**config.mk**
```make
export PLATFORM = sky130hd
export DESIGN_NAME = upload_engine
export DESIGN_NICKNAME = d
export VERILOG_FILES = /design/src/inc/upload_pkg.sv /design/src/inc/engine_ifs.sv /design/src/rtl/host_mem_master.sv /design/src/rtl/rx_watch.sv /design/src/rtl/upload_engine.sv
export SDC_FILE = /design/constraint.sdc
export NUM_CORES = 1
export LEC_CHECK = 0
export BUFFER_PORTS_ARGS = -buffer_cell sky130_fd_sc_hd__buf_4
export CAP_MARGIN = 30
export CORE_AREA = 4 4 272 207
export CTS_CLUSTER_DIAMETER = 100
export DETAILED_ROUTE_END_ITERATION = 12
export DIE_AREA = 0 0 276 211
export MAX_ROUTING_LAYER = met4
export PLACE_DENSITY_LB_ADDON = 0.15
export SYNTH_ARGS = -nofsm -noshare
export SYNTH_HDL_FRONTEND = slang
export SYNTH_SLANG_ARGS = --single-unit
```
**constraint.sdc**
```tcl
create_clock -name clk -period 3.6 [get_ports clk]
set_input_delay 0 -clock clk [delete_from_list [all_inputs] [get_ports clk]]
set_output_delay 0 -clock clk [all_outputs]
set_load 0.01 [all_outputs]
```
**src/inc/upload_pkg.sv**
```systemverilog
// constants and types for the receive upload engine
package upload_pkg;
    // register offsets
    localparam logic [7:0]  OFS_STATUS     = 8'h30;
    localparam logic [7:0]  OFS_PTR        = 8'h38;
    localparam logic [7:0]  OFS_THRESH     = 8'h40;
    localparam logic [7:0]  OFS_CMD        = 8'h44;
    localparam logic [7:0]  OFS_POLL       = 8'h48;
    // reset values
    localparam logic [7:0]  THRESH_RST     = 8'h04;
    localparam logic [7:0]  POLL_RST       = 8'h00;
    // command register bits
    localparam int          CMD_PAUSE      = 0;
    localparam int          CMD_RESUME     = 1;
    localparam int          CMD_UP_RST     = 2;
    localparam int          CMD_ALL_RST    = 3;
    // packet status fields
    localparam int          LEN_W          = 15;
    localparam int          INFO_W         = 7;
    localparam int          ST_PAUSED      = 15;
    localparam int          ST_COMPLETE    = 23;
    localparam int          ST_NEEDED      = 24;
    localparam int          ST_FULL        = 25;
    // descriptor layout
    localparam logic [31:0] DESC_LINK      = 32'h0000_0000;
    localparam logic [31:0] DESC_STAT      = 32'h0000_0004;
    localparam logic [31:0] DESC_FRAG      = 32'h0000_0008;
    localparam int          FRAG_LAST      = 31;
    localparam int          FRAG_LEN_W     = 16;
    localparam logic [31:0] PTR_MASK       = 32'hffff_fff8;
    localparam logic [15:0] WORD_BYTES     = 16'h0004;
    // frame visibility and burst unit
    localparam logic [15:0] VISIBLE_BYTES  = 16'h0040;
    localparam int          BURST_UNIT_SH  = 5;
    // poll interval unit
    localparam int          CLK_MHZ        = 20;
    localparam int          POLL_UNIT_NS   = 320;
    localparam logic [15:0] POLL_UNIT_CYC  = 16'((POLL_UNIT_NS * CLK_MHZ) / 1000);

    typedef enum logic [3:0] {
        IDLE        = 4'h0,
        RD_STAT     = 4'h1,
        WAIT_VIS    = 4'h3,
        RD_FADDR    = 4'h2,
        RD_FLEN     = 4'h6,
        MOVE_POP    = 4'h7,
        MOVE_WR     = 4'h5,
        WR_DONE     = 4'h4,
        RELEASE     = 4'hc,
        WAIT_RESUME = 4'hd,
        RD_NEXT     = 4'hf,
        POLL_NEXT   = 4'he,
        POLL_STAT   = 4'ha,
        WR_FULL     = 4'hb,
        RD_LINK     = 4'h9,
        NEED        = 4'h8
    } state_t;
endpackage

```
**src/inc/engine_ifs.sv**
```systemverilog
// engine helper interfaces
interface mem_if;
    logic        start;
    logic        we;
    logic [31:0] addr;
    logic [31:0] wdata;
    logic [31:0] rdata;
    logic        done;
    modport engine (output start, we, addr, wdata, input rdata, done);
    modport master (input start, we, addr, wdata, output rdata, done);
endinterface

interface watch_if;
    logic [7:0] thresh;
    logic       visible;
    logic       burst_ok;
    modport engine  (output thresh, input visible, burst_ok);
    modport watcher (input thresh, output visible, burst_ok);
endinterface

```
**src/rtl/host_mem_master.sv**
```systemverilog
// single-word host memory master
module host_mem_master
    import upload_pkg::*;
(
    // clock and reset
    input  wire logic        clk,
    input  wire logic        rst_b,
    input  wire logic        ce,
    // engine side
    mem_if.master            m,
    // host memory side
    output logic             mem_req,
    output logic             mem_we,
    output logic [31:0]      mem_addr,
    output logic [31:0]      mem_wdata,
    input  wire logic [31:0] mem_rdata,
    input  wire logic        mem_ack
);
    typedef struct packed {
        logic        req;
        logic        we;
        logic [31:0] addr;
        logic [31:0] wdata;
        logic [31:0] rdata;
        logic        done;
    } mst_t;

    mst_t s;
    mst_t next_s;

    always_comb begin
        next_s = s;
        next_s.done = 1'b0;
        if (s.req && mem_ack) begin
            next_s.req = 1'b0;
            next_s.done = 1'b1;
            next_s.rdata = mem_rdata;
        end else if (!s.req && m.start) begin
            next_s.req = 1'b1;
            next_s.we = m.we;
            next_s.addr = m.addr;
            next_s.wdata = m.wdata;
        end
    end

    always_ff @(posedge clk or negedge rst_b) begin
        if (!rst_b) begin
            s <= '0;
        end else if (ce) begin
            s <= next_s;
        end
    end

    assign mem_req   = s.req;
    assign mem_we    = s.we;
    assign mem_addr  = s.addr;
    assign mem_wdata = s.wdata;
    assign m.rdata   = s.rdata;
    assign m.done    = s.done;
endmodule

```
**src/rtl/rx_watch.sv**
```systemverilog
// frame visibility and burst watch
module rx_watch
    import upload_pkg::*;
(
    // clock and reset
    input  wire logic        clk,
    input  wire logic        rst_b,
    input  wire logic        ce,
    // engine side
    watch_if.watcher         w,
    // receive fifo state
    input  wire logic [15:0] rx_fifo_bytes,
    input  wire logic [15:0] rx_frame_bytes,
    input  wire logic        rx_frame_end
);
    typedef struct packed {
        logic visible;
        logic burst_ok;
    } wat_t;

    wat_t        s;
    wat_t        next_s;
    logic [15:0] limit;

    always_comb begin
        limit = {3'h0, w.thresh, 5'h00};
        next_s.visible = rx_frame_end || (rx_frame_bytes >= VISIBLE_BYTES); // RULE4
        next_s.burst_ok = rx_frame_end || (rx_fifo_bytes > limit); // RULE13
    end

    always_ff @(posedge clk or negedge rst_b) begin
        if (!rst_b) begin
            s <= '0;
        end else if (ce) begin
            s <= next_s;
        end
    end

    assign w.visible  = s.visible;
    assign w.burst_ok = s.burst_ok;
endmodule

```
**src/rtl/upload_engine.sv**
```systemverilog
// receive upload engine walking the descriptor list
// Functional notes
// RULE1: start only with nonzero pointer, not paused
// RULE2: done or full flag set pauses engine
// RULE3: nonzero poll interval re-reads flags instead
// RULE4: frame visible after 64 bytes or end
// RULE5: fragments exhausted sets full, follows link
// RULE6: no next descriptor raises needed, waits
// RULE7: length field tracks upload, final at end
// RULE8: merge frame status, set done, write back
// RULE9: release frame internally, wait for finish
// RULE10: paused mid-frame waits for resume first
// RULE11: fetch link, poll while zero, load pointer
// RULE12: zero pointer without polling means idle
// RULE13: burst only above threshold times 32 bytes
// RULE14: threshold resets to 4; never program zero
// RULE15: pointer cleared by all three resets
// RULE16: descriptors 8-byte aligned, low bits zero
// RULE17: pointer writes ignored while list nonempty
// RULE18: pointer read while polling forces poll; code does so in POLL_STAT only, not in POLL_NEXT or NEED
// RULE19: software pauses before writing the pointer
// RULE20: software writes pointer as one word
// RULE21: status upper bits, length lower bits
// RULE22: paused bit follows pause and resume
// RULE23: needed bit unlatched, cleared by release
// RULE24: fragments filled strictly in list order
//
// The implementer's own choice: strobed register access.
module upload_engine
    import upload_pkg::*;
(
    // clock and reset
    input  wire logic        clk,
    input  wire logic        rst_b,
    input  wire logic        ce,
    // register port
    input  wire logic [7:0]  addr,
    input  wire logic [31:0] wdata,
    input  wire logic        wr,
    input  wire logic        rd,
    output logic [31:0]      rdata,
    // receive fifo
    input  wire logic [15:0] rx_fifo_bytes,
    input  wire logic [15:0] rx_frame_bytes,
    input  wire logic        rx_frame_end,
    input  wire logic [6:0]  rx_frame_info,
    input  wire logic [31:0] rx_data,
    input  wire logic        rx_data_valid,
    output logic             rx_pop,
    output logic             rx_release,
    input  wire logic        rx_release_done,
    // host memory master
    output logic             mem_req,
    output logic             mem_we,
    output logic [31:0]      mem_addr,
    output logic [31:0]      mem_wdata,
    input  wire logic [31:0] mem_rdata,
    input  wire logic        mem_ack
);
    typedef struct packed {
        state_t      state;
        logic [31:0] ptr;
        logic [31:0] prev;
        logic [7:0]  thresh;
        logic [7:0]  poll;
        logic        paused;
        logic        needed;
        logic        complete;
        logic        mid_frame;
        logic [14:0] len;
        logic [7:0]  frag_idx;
        logic [31:0] frag_addr;
        logic [15:0] frag_left;
        logic        frag_last;
        logic [15:0] timer;
        logic        mem_start;
        logic        mem_we;
        logic [31:0] mem_addr;
        logic [31:0] mem_wdata;
        logic        rx_pop;
        logic        rx_release;
        logic [31:0] rdata;
    } eng_t;

    eng_t        s;
    eng_t        next_s;
    logic        poll_kick;
    logic        resume;
    logic        up_reset;
    logic [31:0] status_now;
    logic [31:0] link;
    logic [15:0] poll_load;

    mem_if   m ();
    watch_if w ();

    host_mem_master u_master (
        .clk       (clk),
        .rst_b     (rst_b),
        .ce        (ce),
        .m         (m),
        .mem_req   (mem_req),
        .mem_we    (mem_we),
        .mem_addr  (mem_addr),
        .mem_wdata (mem_wdata),
        .mem_rdata (mem_rdata),
        .mem_ack   (mem_ack)
    );

    rx_watch u_watch (
        .clk            (clk),
        .rst_b          (rst_b),
        .ce             (ce),
        .w              (w),
        .rx_fifo_bytes  (rx_fifo_bytes),
        .rx_frame_bytes (rx_frame_bytes),
        .rx_frame_end   (rx_frame_end)
    );

    function automatic logic hit(input logic [7:0] a, input logic [7:0] ofs);
        hit = (a == ofs);
    endfunction

    // fragment entry word address
    function automatic logic [31:0] frag_entry(input logic [31:0] base,
                                               input logic [7:0]  idx,
                                               input logic [31:0] word);
        frag_entry = base + DESC_FRAG + {21'h0, idx, 3'h0} + word;
    endfunction

    always_comb begin
        next_s = s;
        next_s.mem_start = 1'b0;
        next_s.rx_pop = 1'b0;
        next_s.rx_release = 1'b0;
        poll_kick = rd && hit(addr, OFS_PTR);
        resume = wr && hit(addr, OFS_CMD) && wdata[CMD_RESUME];
        up_reset = wr && hit(addr, OFS_CMD) && (wdata[CMD_UP_RST] || wdata[CMD_ALL_RST]);
        link = m.rdata & PTR_MASK;
        poll_load = 16'(s.poll) * POLL_UNIT_CYC;
        status_now = '0;
        status_now[LEN_W-1:0] = rx_frame_end ? rx_frame_bytes[LEN_W-1:0] : s.len; // RULE7
        status_now[ST_PAUSED] = s.paused; // RULE22
        status_now[ST_PAUSED+1 +: INFO_W] = rx_frame_info; // RULE21
        status_now[ST_COMPLETE] = s.complete;
        status_now[ST_NEEDED] = s.needed;

        // register access
        if (rd) begin
            unique case (addr)
                OFS_STATUS: next_s.rdata = status_now; // RULE21
                OFS_PTR:    next_s.rdata = s.ptr;
                OFS_THRESH: next_s.rdata = {24'h0, s.thresh};
                OFS_POLL:   next_s.rdata = {24'h0, s.poll};
                default:    next_s.rdata = '0;
            endcase
        end
        if (wr) begin
            if (hit(addr, OFS_THRESH)) begin
                next_s.thresh = wdata[7:0];
            end
            if (hit(addr, OFS_POLL)) begin
                next_s.poll = wdata[7:0];
            end
            if (hit(addr, OFS_PTR) && s.ptr == '0) begin // RULE17
                next_s.ptr = wdata & PTR_MASK; // RULE16
            end
            if (hit(addr, OFS_CMD) && wdata[CMD_PAUSE]) begin
                next_s.paused = 1'b1; // RULE22
            end
            if (resume) begin
                next_s.paused = 1'b0; // RULE22
            end
        end

        unique case (s.state)
            IDLE: begin
                if (s.ptr != '0 && !s.paused) begin // RULE1 RULE12
                    next_s.state = RD_STAT;
                    next_s.mem_start = 1'b1;
                    next_s.mem_we = 1'b0;
                    next_s.mem_addr = s.ptr + DESC_STAT;
                end
            end
            RD_STAT: begin
                if (m.done) begin
                    if (m.rdata[ST_COMPLETE] || m.rdata[ST_FULL]) begin
                        next_s.needed = s.mid_frame; // RULE6
                        if (s.poll != '0) begin
                            next_s.state = POLL_STAT; // RULE3
                            next_s.timer = poll_load;
                        end else begin
                            next_s.paused = 1'b1; // RULE2
                            next_s.state = IDLE;
                        end
                    end else if (s.mid_frame) begin
                        next_s.needed = 1'b0;
                        next_s.frag_idx = '0;
                        next_s.state = RD_FADDR;
                        next_s.mem_start = 1'b1;
                        next_s.mem_we = 1'b0;
                        next_s.mem_addr = frag_entry(s.ptr, 8'h00, 32'h0);
                    end else begin
                        next_s.state = WAIT_VIS;
                    end
                end
            end
            POLL_STAT: begin
                if (s.paused) begin
                    next_s.state = IDLE;
                end else if (s.timer == '0 || poll_kick) begin // RULE18
                    next_s.state = RD_STAT; // RULE3
                    next_s.mem_start = 1'b1;
                    next_s.mem_we = 1'b0;
                    next_s.mem_addr = s.ptr + DESC_STAT;
                end else begin
                    next_s.timer = s.timer - 16'h0001;
                end
            end
            WAIT_VIS: begin
                if (w.visible) begin // RULE4
                    next_s.mid_frame = 1'b1;
                    next_s.complete = 1'b0;
                    next_s.len = '0;
                    next_s.frag_idx = '0;
                    next_s.state = RD_FADDR;
                    next_s.mem_start = 1'b1;
                    next_s.mem_we = 1'b0;
                    next_s.mem_addr = frag_entry(s.ptr, 8'h00, 32'h0);
                end
            end
            RD_FADDR: begin
                if (m.done) begin
                    next_s.frag_addr = m.rdata;
                    next_s.state = RD_FLEN;
                    next_s.mem_start = 1'b1;
                    next_s.mem_we = 1'b0;
                    next_s.mem_addr = frag_entry(s.ptr, s.frag_idx, WORD_BYTES);
                end
            end
            RD_FLEN: begin
                if (m.done) begin
                    next_s.frag_left = m.rdata[FRAG_LEN_W-1:0];
                    next_s.frag_last = m.rdata[FRAG_LAST];
                    next_s.state = MOVE_POP;
                end
            end
            MOVE_POP: begin
                if (rx_frame_end && !rx_data_valid) begin
                    next_s.complete = 1'b1; // RULE8
                    next_s.state = WR_DONE;
                    next_s.mem_start = 1'b1;
                    next_s.mem_we = 1'b1;
                    next_s.mem_addr = s.ptr + DESC_STAT;
                    next_s.mem_wdata = status_now | (32'h1 << ST_COMPLETE); // RULE8
                end else if (s.frag_left < WORD_BYTES) begin
                    if (s.frag_last) begin
                        next_s.state = WR_FULL; // RULE5
                        next_s.mem_start = 1'b1;
                        next_s.mem_we = 1'b1;
                        next_s.mem_addr = s.ptr + DESC_STAT;
                        next_s.mem_wdata = status_now | (32'h1 << ST_FULL);
                    end else begin
                        next_s.frag_idx = s.frag_idx + 8'h01; // RULE24
                        next_s.state = RD_FADDR;
                        next_s.mem_start = 1'b1;
                        next_s.mem_we = 1'b0;
                        next_s.mem_addr = frag_entry(s.ptr, s.frag_idx + 8'h01, 32'h0);
                    end
                end else if (rx_data_valid && w.burst_ok) begin // RULE13
                    next_s.rx_pop = 1'b1;
                    next_s.state = MOVE_WR;
                    next_s.mem_start = 1'b1;
                    next_s.mem_we = 1'b1;
                    next_s.mem_addr = s.frag_addr;
                    next_s.mem_wdata = rx_data;
                    next_s.frag_addr = s.frag_addr + 32'(WORD_BYTES);
                    next_s.frag_left = s.frag_left - WORD_BYTES;
                    next_s.len = s.len + WORD_BYTES[LEN_W-1:0]; // RULE7
                end
            end
            MOVE_WR: begin
                if (m.done) begin
                    next_s.state = MOVE_POP;
                end
            end
            WR_FULL: begin
                if (m.done) begin
                    next_s.prev = s.ptr;
                    next_s.state = RD_LINK;
                    next_s.mem_start = 1'b1;
                    next_s.mem_we = 1'b0;
                    next_s.mem_addr = s.ptr + DESC_LINK;
                end
            end
            RD_LINK: begin
                if (m.done) begin
                    next_s.ptr = link;
                    if (link != '0) begin
                        next_s.state = RD_STAT; // RULE5
                        next_s.mem_start = 1'b1;
                        next_s.mem_we = 1'b0;
                        next_s.mem_addr = link + DESC_STAT;
                    end else begin
                        next_s.needed = 1'b1; // RULE6
                        next_s.timer = poll_load;
                        next_s.state = NEED;
                    end
                end
            end
            NEED: begin
                if (resume && s.ptr != '0) begin // RULE6
                    next_s.state = RD_STAT;
                    next_s.mem_start = 1'b1;
                    next_s.mem_we = 1'b0;
                    next_s.mem_addr = s.ptr + DESC_STAT;
                end else if (s.poll != '0 && s.timer == '0) begin
                    next_s.state = RD_LINK;
                    next_s.mem_start = 1'b1;
                    next_s.mem_we = 1'b0;
                    next_s.mem_addr = s.prev + DESC_LINK;
                end else if (s.timer != '0) begin
                    next_s.timer = s.timer - 16'h0001;
                end
            end
            WR_DONE: begin
                if (m.done) begin
                    next_s.rx_release = 1'b1; // RULE9
                    next_s.state = RELEASE;
                end
            end
            RELEASE: begin
                if (rx_release_done) begin
                    next_s.needed = 1'b0; // RULE23
                    next_s.state = WAIT_RESUME; // RULE9
                end
            end
            WAIT_RESUME: begin
                if (!s.paused) begin // RULE10
                    next_s.state = RD_NEXT;
                    next_s.mem_start = 1'b1;
                    next_s.mem_we = 1'b0;
                    next_s.mem_addr = s.ptr + DESC_LINK;
                end
            end
            RD_NEXT: begin
                if (m.done) begin
                    if (link == '0 && s.poll != '0) begin
                        next_s.timer = poll_load; // RULE11
                        next_s.state = POLL_NEXT;
                    end else begin
                        next_s.ptr = link; // RULE11 RULE12
                        next_s.mid_frame = 1'b0;
                        next_s.state = IDLE;
                    end
                end
            end
            POLL_NEXT: begin
                if (s.timer == '0) begin
                    next_s.state = RD_NEXT; // RULE11
                    next_s.mem_start = 1'b1;
                    next_s.mem_we = 1'b0;
                    next_s.mem_addr = s.ptr + DESC_LINK;
                end else begin
                    next_s.timer = s.timer - 16'h0001;
                end
            end
        endcase

        if (up_reset) begin
            next_s.ptr = '0; // RULE15
            next_s.state = IDLE;
            next_s.paused = 1'b0;
            next_s.needed = 1'b0;
            next_s.mid_frame = 1'b0;
        end
    end

    always_ff @(posedge clk or negedge rst_b) begin
        if (!rst_b) begin
            s <= '0; // RULE15
            s.state <= IDLE;
            s.thresh <= THRESH_RST; // RULE14
            s.poll <= POLL_RST;
        end else if (ce) begin
            s <= next_s;
        end
    end

    assign m.start    = s.mem_start;
    assign m.we       = s.mem_we;
    assign m.addr     = s.mem_addr;
    assign m.wdata    = s.mem_wdata;
    assign w.thresh   = s.thresh;
    assign rdata      = s.rdata;
    assign rx_pop     = s.rx_pop;
    assign rx_release = s.rx_release;
endmodule

```
==> results.md, run 1 <==
Status:
- The run finished, with violations left.
- The checks that failed: hold timing.

Routing:
- The count of nets left with antenna violations once routing finished came out at 0.
- The first detailed-routing pass ran for 8 iterations.
- For this run, design rule violations remaining after detail routing come to 0.
- The detailed router placed 23,300 vias in this run.
- The number of DRC markers in iteration 0 is 2,867.
- In the final routed layout, each cell accounts on average for 26.7 um.
- Dividing the detail-routed via count by the number of cells gives 6.10.
- The final routed wirelength across all metal layers is 102 mm.

Die:
- The die extent in x is 276 um.
- The floorplan step defined a die boundary enclosing 58,200 um2.
- 252 I/O pins were placed.
- The die is 211 um tall.
- Once the floorplan was initialized, standard cells occupied 42.4% of the core.
- After floorplanning, the core was divided into 74 placement rows.
- The total area inside the core boundary comes to 53,900 um2.

Clock tree:
- The clock root buffer is sky130_fd_sc_hd__clkbuf_16.
- The clock passes through at most 3 buffers.
- The insertion delay of the later-clocked pin in the worst-skew pair is 0.61 ns.
- The clock sink count is 373.
- The clock tree from TritonCTS is yes.
- Clock-pin slew was measured on the worst setup and hold paths at 0.06 ns.
- The number of levels the H-tree was split into is 2.
- The total CTS buffers is 41.

STA:
- The worst path meets setup with 0.101 ns of slack.
- The transition time at the pin with the least slew margin is 0.933 ns.
- The hold violation count in the final report is 5.
- The worst clock skew is 0.0312 ns.
- The tightest hold margin is -0.0117 ns.
- Setup repair after global routing could not meet its margin everywhere.
- The part of the cycle the worst path needs is 97.2%.
- The headroom to the max-slew limit is 37.4%.
- After layout, the minimum clock period comes to 3.50 ns.
- The number of slew-limit violations in the final report is 0.
- The achievable frequency is 286 MHz.
- The final setup violation count is 0.

Power:
- The power consumption is 20.2 mW.
- Across the VDD grid, the largest voltage drop is 0.000427 V.
- The static leakage power is 13.0 nW.
- The areal power density over the cells is 675 nW/um2.

Synthesis:
- Yosys mapped the design onto 89 distinct sky130hd cell types.
- After synthesis, the cell types taking the most area are sky130_fd_sc_hd__dfrtp_1 41%, sky130_fd_sc_hd__mux2_2 7.6%, sky130_fd_sc_hd__o21ai_0 5.0%.
- The commonest cells after synthesis are 372 x sky130_fd_sc_hd__dfrtp_1, 301 x sky130_fd_sc_hd__nand2_1, 229 x sky130_fd_sc_hd__o21ai_0.
- The gate count after technology mapping is 2,573.
- The sequential cell area fraction in the yosys report is 40.8%.
- Counting flops with an async set or reset pin after synthesis yields a share of 100%.
- During synthesis, Yosys emitted a total of 0 warnings.
- The register bit count reported by yosys is 373.
- Summed over all instances, the cell type with the most area after synthesis is sky130_fd_sc_hd__dfrtp_1.
- The most used standard cell by instance count after synthesis is sky130_fd_sc_hd__dfrtp_1.
- A synthesized cell averages 8.89 um2.
- Synthesis produced a netlist with a net count of 2,773.
- The most instantiated flip-flop cell in the synthesis netlist is sky130_fd_sc_hd__dfrtp_1.
- Counting flops with a built-in enable in the synthesized netlist gives 0.
- After synthesis the cells add up to 22,900 um2.
- The share of synthesized area in the top cell type comes to 40.7%.

Global route:
- In the global route stage, overall resource usage came out at 35.2%.
- The overall overflow remaining after global route is 0.
- The initial antenna violation count is 3.
- The via count of the first global-routing pass came to 22,900.
- The first global-routing pass estimated 151 mm of wire.
- Entering global routing, the biggest net connects 95 pins.

Cells and area:
- Of the cells placed in the final design, the portion with a size suffix greater than 1 is 25.8%.
- The utilization of the core after routing is 55.6%.
- The finished cells cover 30,000 um2.
- The number of nets in the layout is 3,271.
- Compared with the post-synthesis result, the final layout area differs by 31.0%.

Critical path:
- The class of the most critical setup path is reg -> reg.
- The worst setup path is captured at a flip-flop.
- The largest fanout on the critical path is 8.
- The required time of the critical path is 4.07 ns.
- The kind of start point of the critical path is a flip-flop.
- For the worst setup path, the data arrival time is 3.97 ns.

Place:
- The congestion estimate from routability-driven global placement came to 1.05.
- The worst setup slack before clock tree synthesis is -0.221 ns.
- The post-DP HPWL is 76.1 mm.
- The cell area after placement is 26,800 um2.
- The number of I/O port buffers is 251.

Min path:
- The type of the most critical hold path is in -> async.

Job:
- The max-cap check violation count is 0.
==> metrics by stage <==
stage / instances / TNS (ns)
finish: 3823 / 0
global route: 3822 / -0.0288
CTS: 3816 / 0
detailed placement: 3592 / -6.34
global placement: 3591 / -0.512
floorplan: 2573 / 0
==> cells in the final DEF, fill, tap and decap left out, types with 46 or more instances in the layout <==
cell type,n
sky130_fd_sc_hd__nor3_1,46
sky130_fd_sc_hd__dlygate4sd3_1,153
sky130_fd_sc_hd__nand3_1,52
sky130_fd_sc_hd__buf_4,496
sky130_fd_sc_hd__o21ai_0,225
sky130_fd_sc_hd__mux2_2,155
sky130_fd_sc_hd__a22oi_1,60
sky130_fd_sc_hd__xnor2_1,80
sky130_fd_sc_hd__inv_1,55
sky130_fd_sc_hd__nor2_1,185
sky130_fd_sc_hd__a21oi_1,207
sky130_fd_sc_hd__dfrtp_1,369
sky130_fd_sc_hd__nand2_1,301
==> timing repair <==
action / CTS / global route
hold buffers: 153 / 0
endpoints found under the setup margin: 56 / 71
gates resized for setup: 6 / 47
buffers inserted: 0 / 5
pin swaps: 0 / 5
endpoints found under the hold margin: 238 / 0
==> report_power, final <==
group | switching, mW | internal (mW) | total, mW
registers | 1.28 | 5.39 | 6.67
clock network | 1.93 | 2.32 | 4.25
logic | 5.47 | 3.82 | 9.29
==> kinds of logic after synthesis <==
kind of cell / share of synthesized area [%]
buf+inv: 5.01
flops: 40.8
fa+ha+maj: 2.73
compound gates: 20.9
xor+xnor: 4.89
simple gates: 17.5
mux: 8.16
==> cell type report <==
type,count,area [um2]
tap,722,903
timing repair buffer,664,5520
inverter,56,210
antenna,2,5.00
fill,4942,23900
clock buffer,59,1180
clock inverter,12,150
multi-input combinational,1935,12600
sequential,373,9340
==> sequential cells by signal (all words and copies together), names as in the netlist <==
| register | count |
|---|---|
| u_master.m.rdata | 32 |
| u_watch.w.burst_ok | 1 |
| m.wdata | 32 |
| u_master.mem_wdata | 32 |
| rdata | 32 |
| u_master.mem_we | 1 |
| s | 164 |
| rx_release | 1 |
| w.thresh | 8 |
| m.start | 1 |
| u_watch.w.visible | 1 |
| u_master.mem_addr | 32 |
| m.we | 1 |
| u_master.mem_req | 1 |
| u_master.m.done | 1 |
| rx_pop | 1 |
| m.addr | 32 |
==> path summary, 6_finish.rpt <==
check                           startpoint                    end  slack, ns  cells past startpoint
worst min-delay path                 rst_b  u_master.mem_wdata[0]      -0.01                      2
max in group asynchronous            rst_b            w.thresh[2]       2.52                      3
worst max-delay path                s[243]             m.addr[20]       0.10                     15
min in group clk                        rd              rdata[11]       0.02                      5
worst min register to register  m.addr[10]             m.addr[10]       0.47                      2
worst max register to register      s[243]             m.addr[20]       0.10                     15
==> worst max-delay path, cell delays in order (launching register included) <==
cell and delay (ns):
sky130_fd_sc_hd__dfrtp_1 0.43, sky130_fd_sc_hd__nand3_2 0.11, sky130_fd_sc_hd__buf_4 0.20, sky130_fd_sc_hd__xnor2_1 0.39
sky130_fd_sc_hd__ha_1 0.33, sky130_fd_sc_hd__buf_4 0.16, sky130_fd_sc_hd__and3_1 0.15, sky130_fd_sc_hd__a21oi_1 0.20
sky130_fd_sc_hd__a21oi_1 0.13, sky130_fd_sc_hd__o221ai_1 0.27, sky130_fd_sc_hd__buf_4 0.24, sky130_fd_sc_hd__nor4_2 0.05
sky130_fd_sc_hd__buf_4 0.16, sky130_fd_sc_hd__xnor2_1 0.14, sky130_fd_sc_hd__a221oi_2 0.32, sky130_fd_sc_hd__a31oi_1 0.11
==> per-layer routing <==
metal / wire length [um] / GRT usage, % / vias to the layer above / share of wire, %
met1: 45800 / 50.6 / 11600 / 45
li1: - / - / 10300 / -
met2: 42500 / 49.3 / 1199 / 42
met4: 3810 / 11.8 / 0 / 3.7
met5: 0 / - / - / 0
met3: 9870 / 7.51 / 203 / 9.7
Note: power is estimated with default switching activity, not from simulation.
==> run 2: changes to the inputs <==
- BUFFER_PORTS_ARGS: -buffer_cell sky130_fd_sc_hd__buf_4 -> -buffer_cell sky130_fd_sc_hd__buf_2
==> run 2 against run 1 <==
  * The flow now finishes without violations
  * Flip-flop and latch count did not move
  * Via count decreased by 0.48%
  * Final cell count about the same
  * Critical endpoint is now m.addr[22]
  * Largest cell class unchanged
==> results.md, run 2 (synthesized netlist as in run 1, its figures left out) <==
Place:
- The total instance count after detailed placement was 3,590 (was 3,592).
- The number of I/O port buffers is 251 (unchanged).
- The post-DP HPWL is 75.8 mm (was 76.1 mm).
- The final weighted congestion of routability-driven global placement is 1.03 (was 1.05).

Power:
- The power consumption is 19.9 mW (was 20.2 mW).
- The peak supply drop is 0.000475 V (was 0.000427 V).
- The static leakage power is 12.9 nW (was 13.0 nW).
- The areal power density over the cells is 680 nW/um2 (was 675 nW/um2).

Cells and area:
- The count of non-filler cells in the finished layout is 3,822 (was 3,823).
- The register with the most flip-flops is s (unchanged).
- The utilization of the core after routing is 54.4% (was 55.6%).
- The number of flip-flops in the largest register came to 164 (unchanged).
- The number of nets in the layout is 3,266 (was 3,271).
- The relative area change from synthesis to final layout is 28.2% (was 31.0%).
- The proportion of layout cells with a drive suffix above 1 came to 25.5% (was 25.8%).
- Top library cells by usage in the layout, fill and taps aside: 370 x sky130_fd_sc_hd__dfrtp_1, 301 x sky130_fd_sc_hd__nand2_1, 250 x sky130_fd_sc_hd__buf_2, 240 x sky130_fd_sc_hd__buf_4, 226 x sky130_fd_sc_hd__o21ai_0 (was 496 x sky130_fd_sc_hd__buf_4, 369 x sky130_fd_sc_hd__dfrtp_1, 301 x sky130_fd_sc_hd__nand2_1, 225 x sky130_fd_sc_hd__o21ai_0, 207 x sky130_fd_sc_hd__a21oi_1).
- The commonest non-fill, non-tap cell in the layout is sky130_fd_sc_hd__dfrtp_1 (was sky130_fd_sc_hd__buf_4).

STA:
- The hold violation count in the final report is 0 (was 5).
- Setup repair after global routing missed its margin: yes (unchanged).
- The headroom to the max-slew limit came to 34.5% (was 37.4%).
- The part of the cycle the worst path needs is 96.4% (was 97.2%).
- The final setup violation count came to 0 (unchanged).
- The achievable frequency is 288 MHz (was 286 MHz).
- The worst clock skew was 0.0203 ns (was 0.0312 ns).
- The post-route minimum period came to 3.47 ns (was 3.50 ns).
- The tightest hold margin is 0.0222 ns (was -0.0117 ns).
- The number of slew-limit violations in the final report is 0 (unchanged).
- The transition time at the pin with the least slew margin is 0.982 ns (was 0.933 ns).

Critical path:
- The arrival time of data at the critical path endpoint came to 3.92 ns (was 3.97 ns).
- The largest fanout on the critical path was 6 (was 8).
- The sort of element at the end of the critical path is a flip-flop (unchanged).
- The class of the most critical setup path is reg -> reg (unchanged).
- The required time of the critical path is 4.05 ns (was 4.07 ns).
- The worst reg-to-reg setup slack came to 0.13 ns (was 0.10 ns).
- The kind of start point of the critical path is a flip-flop (unchanged).

Clock tree:
- The clock-pin transition on the worst setup and hold timing paths is 0.06 ns (about the same).
- The insertion delay of the later-clocked pin in the worst-skew pair is 0.60 ns (was 0.61 ns).
- The clock root buffer is sky130_fd_sc_hd__clkbuf_16 (unchanged).
- The total CTS buffers was 40 (was 41).
- The clock tree from TritonCTS was yes (unchanged).
- The maximum buffer depth of the clock tree is 3 (unchanged).
- The clock sink count is 373 (unchanged).
- The number of levels the H-tree was split into is 2 (unchanged).

Routing:
- The number of DRC markers in iteration 0 is 2,481 (was 2,867).
- The number of remaining DRC errors is 0 (unchanged).
- The overall via count from detail_route is 23,200 (was 23,300).
- The number of nets still failing antenna checks after routing was 0 (unchanged).
- The final routed wirelength across all metal layers is 102 mm (about the same).
- The number of iterations in the first detailed-routing pass is 6 (was 8).
- The via density per instance is 6.07 (was 6.10).
- The average detailed-routed wire length per instance is 26.6 um (was 26.7 um).

Global route:
- The global-route wire length before repair is 151 mm (about the same).
- The overall overflow remaining after global route came to 0 (unchanged).
- The initial antenna violation count came to 3 (unchanged).
- The via count of the first global-routing pass is 22,600 (was 22,900).
- The pin count of the biggest net entering global routing came to 100 (was 95).
- The global router's overall resource usage is 35.1% (was 35.2%).

Status:
- Result of the run: finished clean (was finished with violations).

Die:
- The die extent in x is 276 um (unchanged).
- The row count was 74 (unchanged).
- The number of I/O pins was 252 (unchanged).
- The initial standard-cell utilization of the core is 42.4% (unchanged).
- The area of the core is 53,900 um2 (unchanged).
- The overall die area was 58,200 um2 (unchanged).
- The die boundary height was 211 um (unchanged).

Job:
- The max-cap check violation count is 0 (unchanged).

Min path:
- The type of the most critical hold path is in -> reg (was in -> async).
[run 2: changes by cell type in the layout (fill, tap and decap cells not counted), sizes merged]
cell,change
buf,-2
clkinvlp,+2
clkbuf,-1
inv,-1
diode,+1
dlygate4sd3,-2
bufinv,+2
[run 2: final cells by class]
class,instances,area (um2)
inverters,56,210
clock buffers,58,1180
well taps,722,903
fillers,5009,24600
flip-flops and latches,373,9340
multi-input cells,1935,12600
diodes,3,7.51
clock inverters,15,191
repair buffers,660,4920
[run 2: power by group]
group	total [mW]	switching, mW	leakage (nW)	internal (mW)
combinational	8.93	5.42	7.35	3.51
sequential	6.67	1.29	4.86	5.38
clock	4.35	1.90	0.670	2.45
[run 2: routing by layer]
layer | track usage (%) | routed length [um] | vias up
li1 | - | - | 10400
met1 | 49.4 | 45400 | 11500
met5 | - | 0 | -
met4 | 9.53 | 3000 | 0
met3 | 9.14 | 10500 | 193
met2 | 50.3 | 42800 | 1168
[run 2: final timing paths]
kind	startpoint	endpoint	cells after the start
setup reg to reg	s[120]	m.addr[22]	12
max in group asynchronous	rst_b	s[102]	3
hold reg to reg	m.addr[10]	m.addr[10]	2
hold / removal	wr	w.thresh[4]	5
min in group asynchronous	rst_b	m.wdata[30]	2
setup / recovery	s[120]	m.addr[22]	12
[run 2: critical path: stages (launching register included)]
cell and delay (ns):
sky130_fd_sc_hd__dfrtp_1 0.39, sky130_fd_sc_hd__inv_1 0.08, sky130_fd_sc_hd__ha_1 0.19, sky130_fd_sc_hd__or3b_2 0.51, sky130_fd_sc_hd__nor4_2 0.16, sky130_fd_sc_hd__buf_4 0.15
sky130_fd_sc_hd__nand2_1 0.14, sky130_fd_sc_hd__a311oi_2 0.33, sky130_fd_sc_hd__o21ai_2 0.16, sky130_fd_sc_hd__or2_2 0.45, sky130_fd_sc_hd__buf_4 0.21, sky130_fd_sc_hd__a211oi_1 0.41
sky130_fd_sc_hd__a31oi_1 0.15
[run 2: what timing repair did]
| action | CTS | global route |
|---|---|---|
| pin swaps | 0 | 4 |
| hold buffers | 151 | 0 |
| hold endpoints to repair | 230 | 0 |
| endpoints found under the setup margin | 3 | 67 |
| buffers inserted | 0 | 5 |
| resized for setup | 3 | 30 |
[run 2: metrics by stage]
stage               TNS, ns  area, um2  setup WS, ns
floorplan                 0      22900         0.118
global placement          0      26200       0.00771
detailed placement   -0.107      26300       -0.0689
CTS                       0      29100       0.00150
global route        -0.0522      29300       -0.0296
finish                    0      29300         0.128
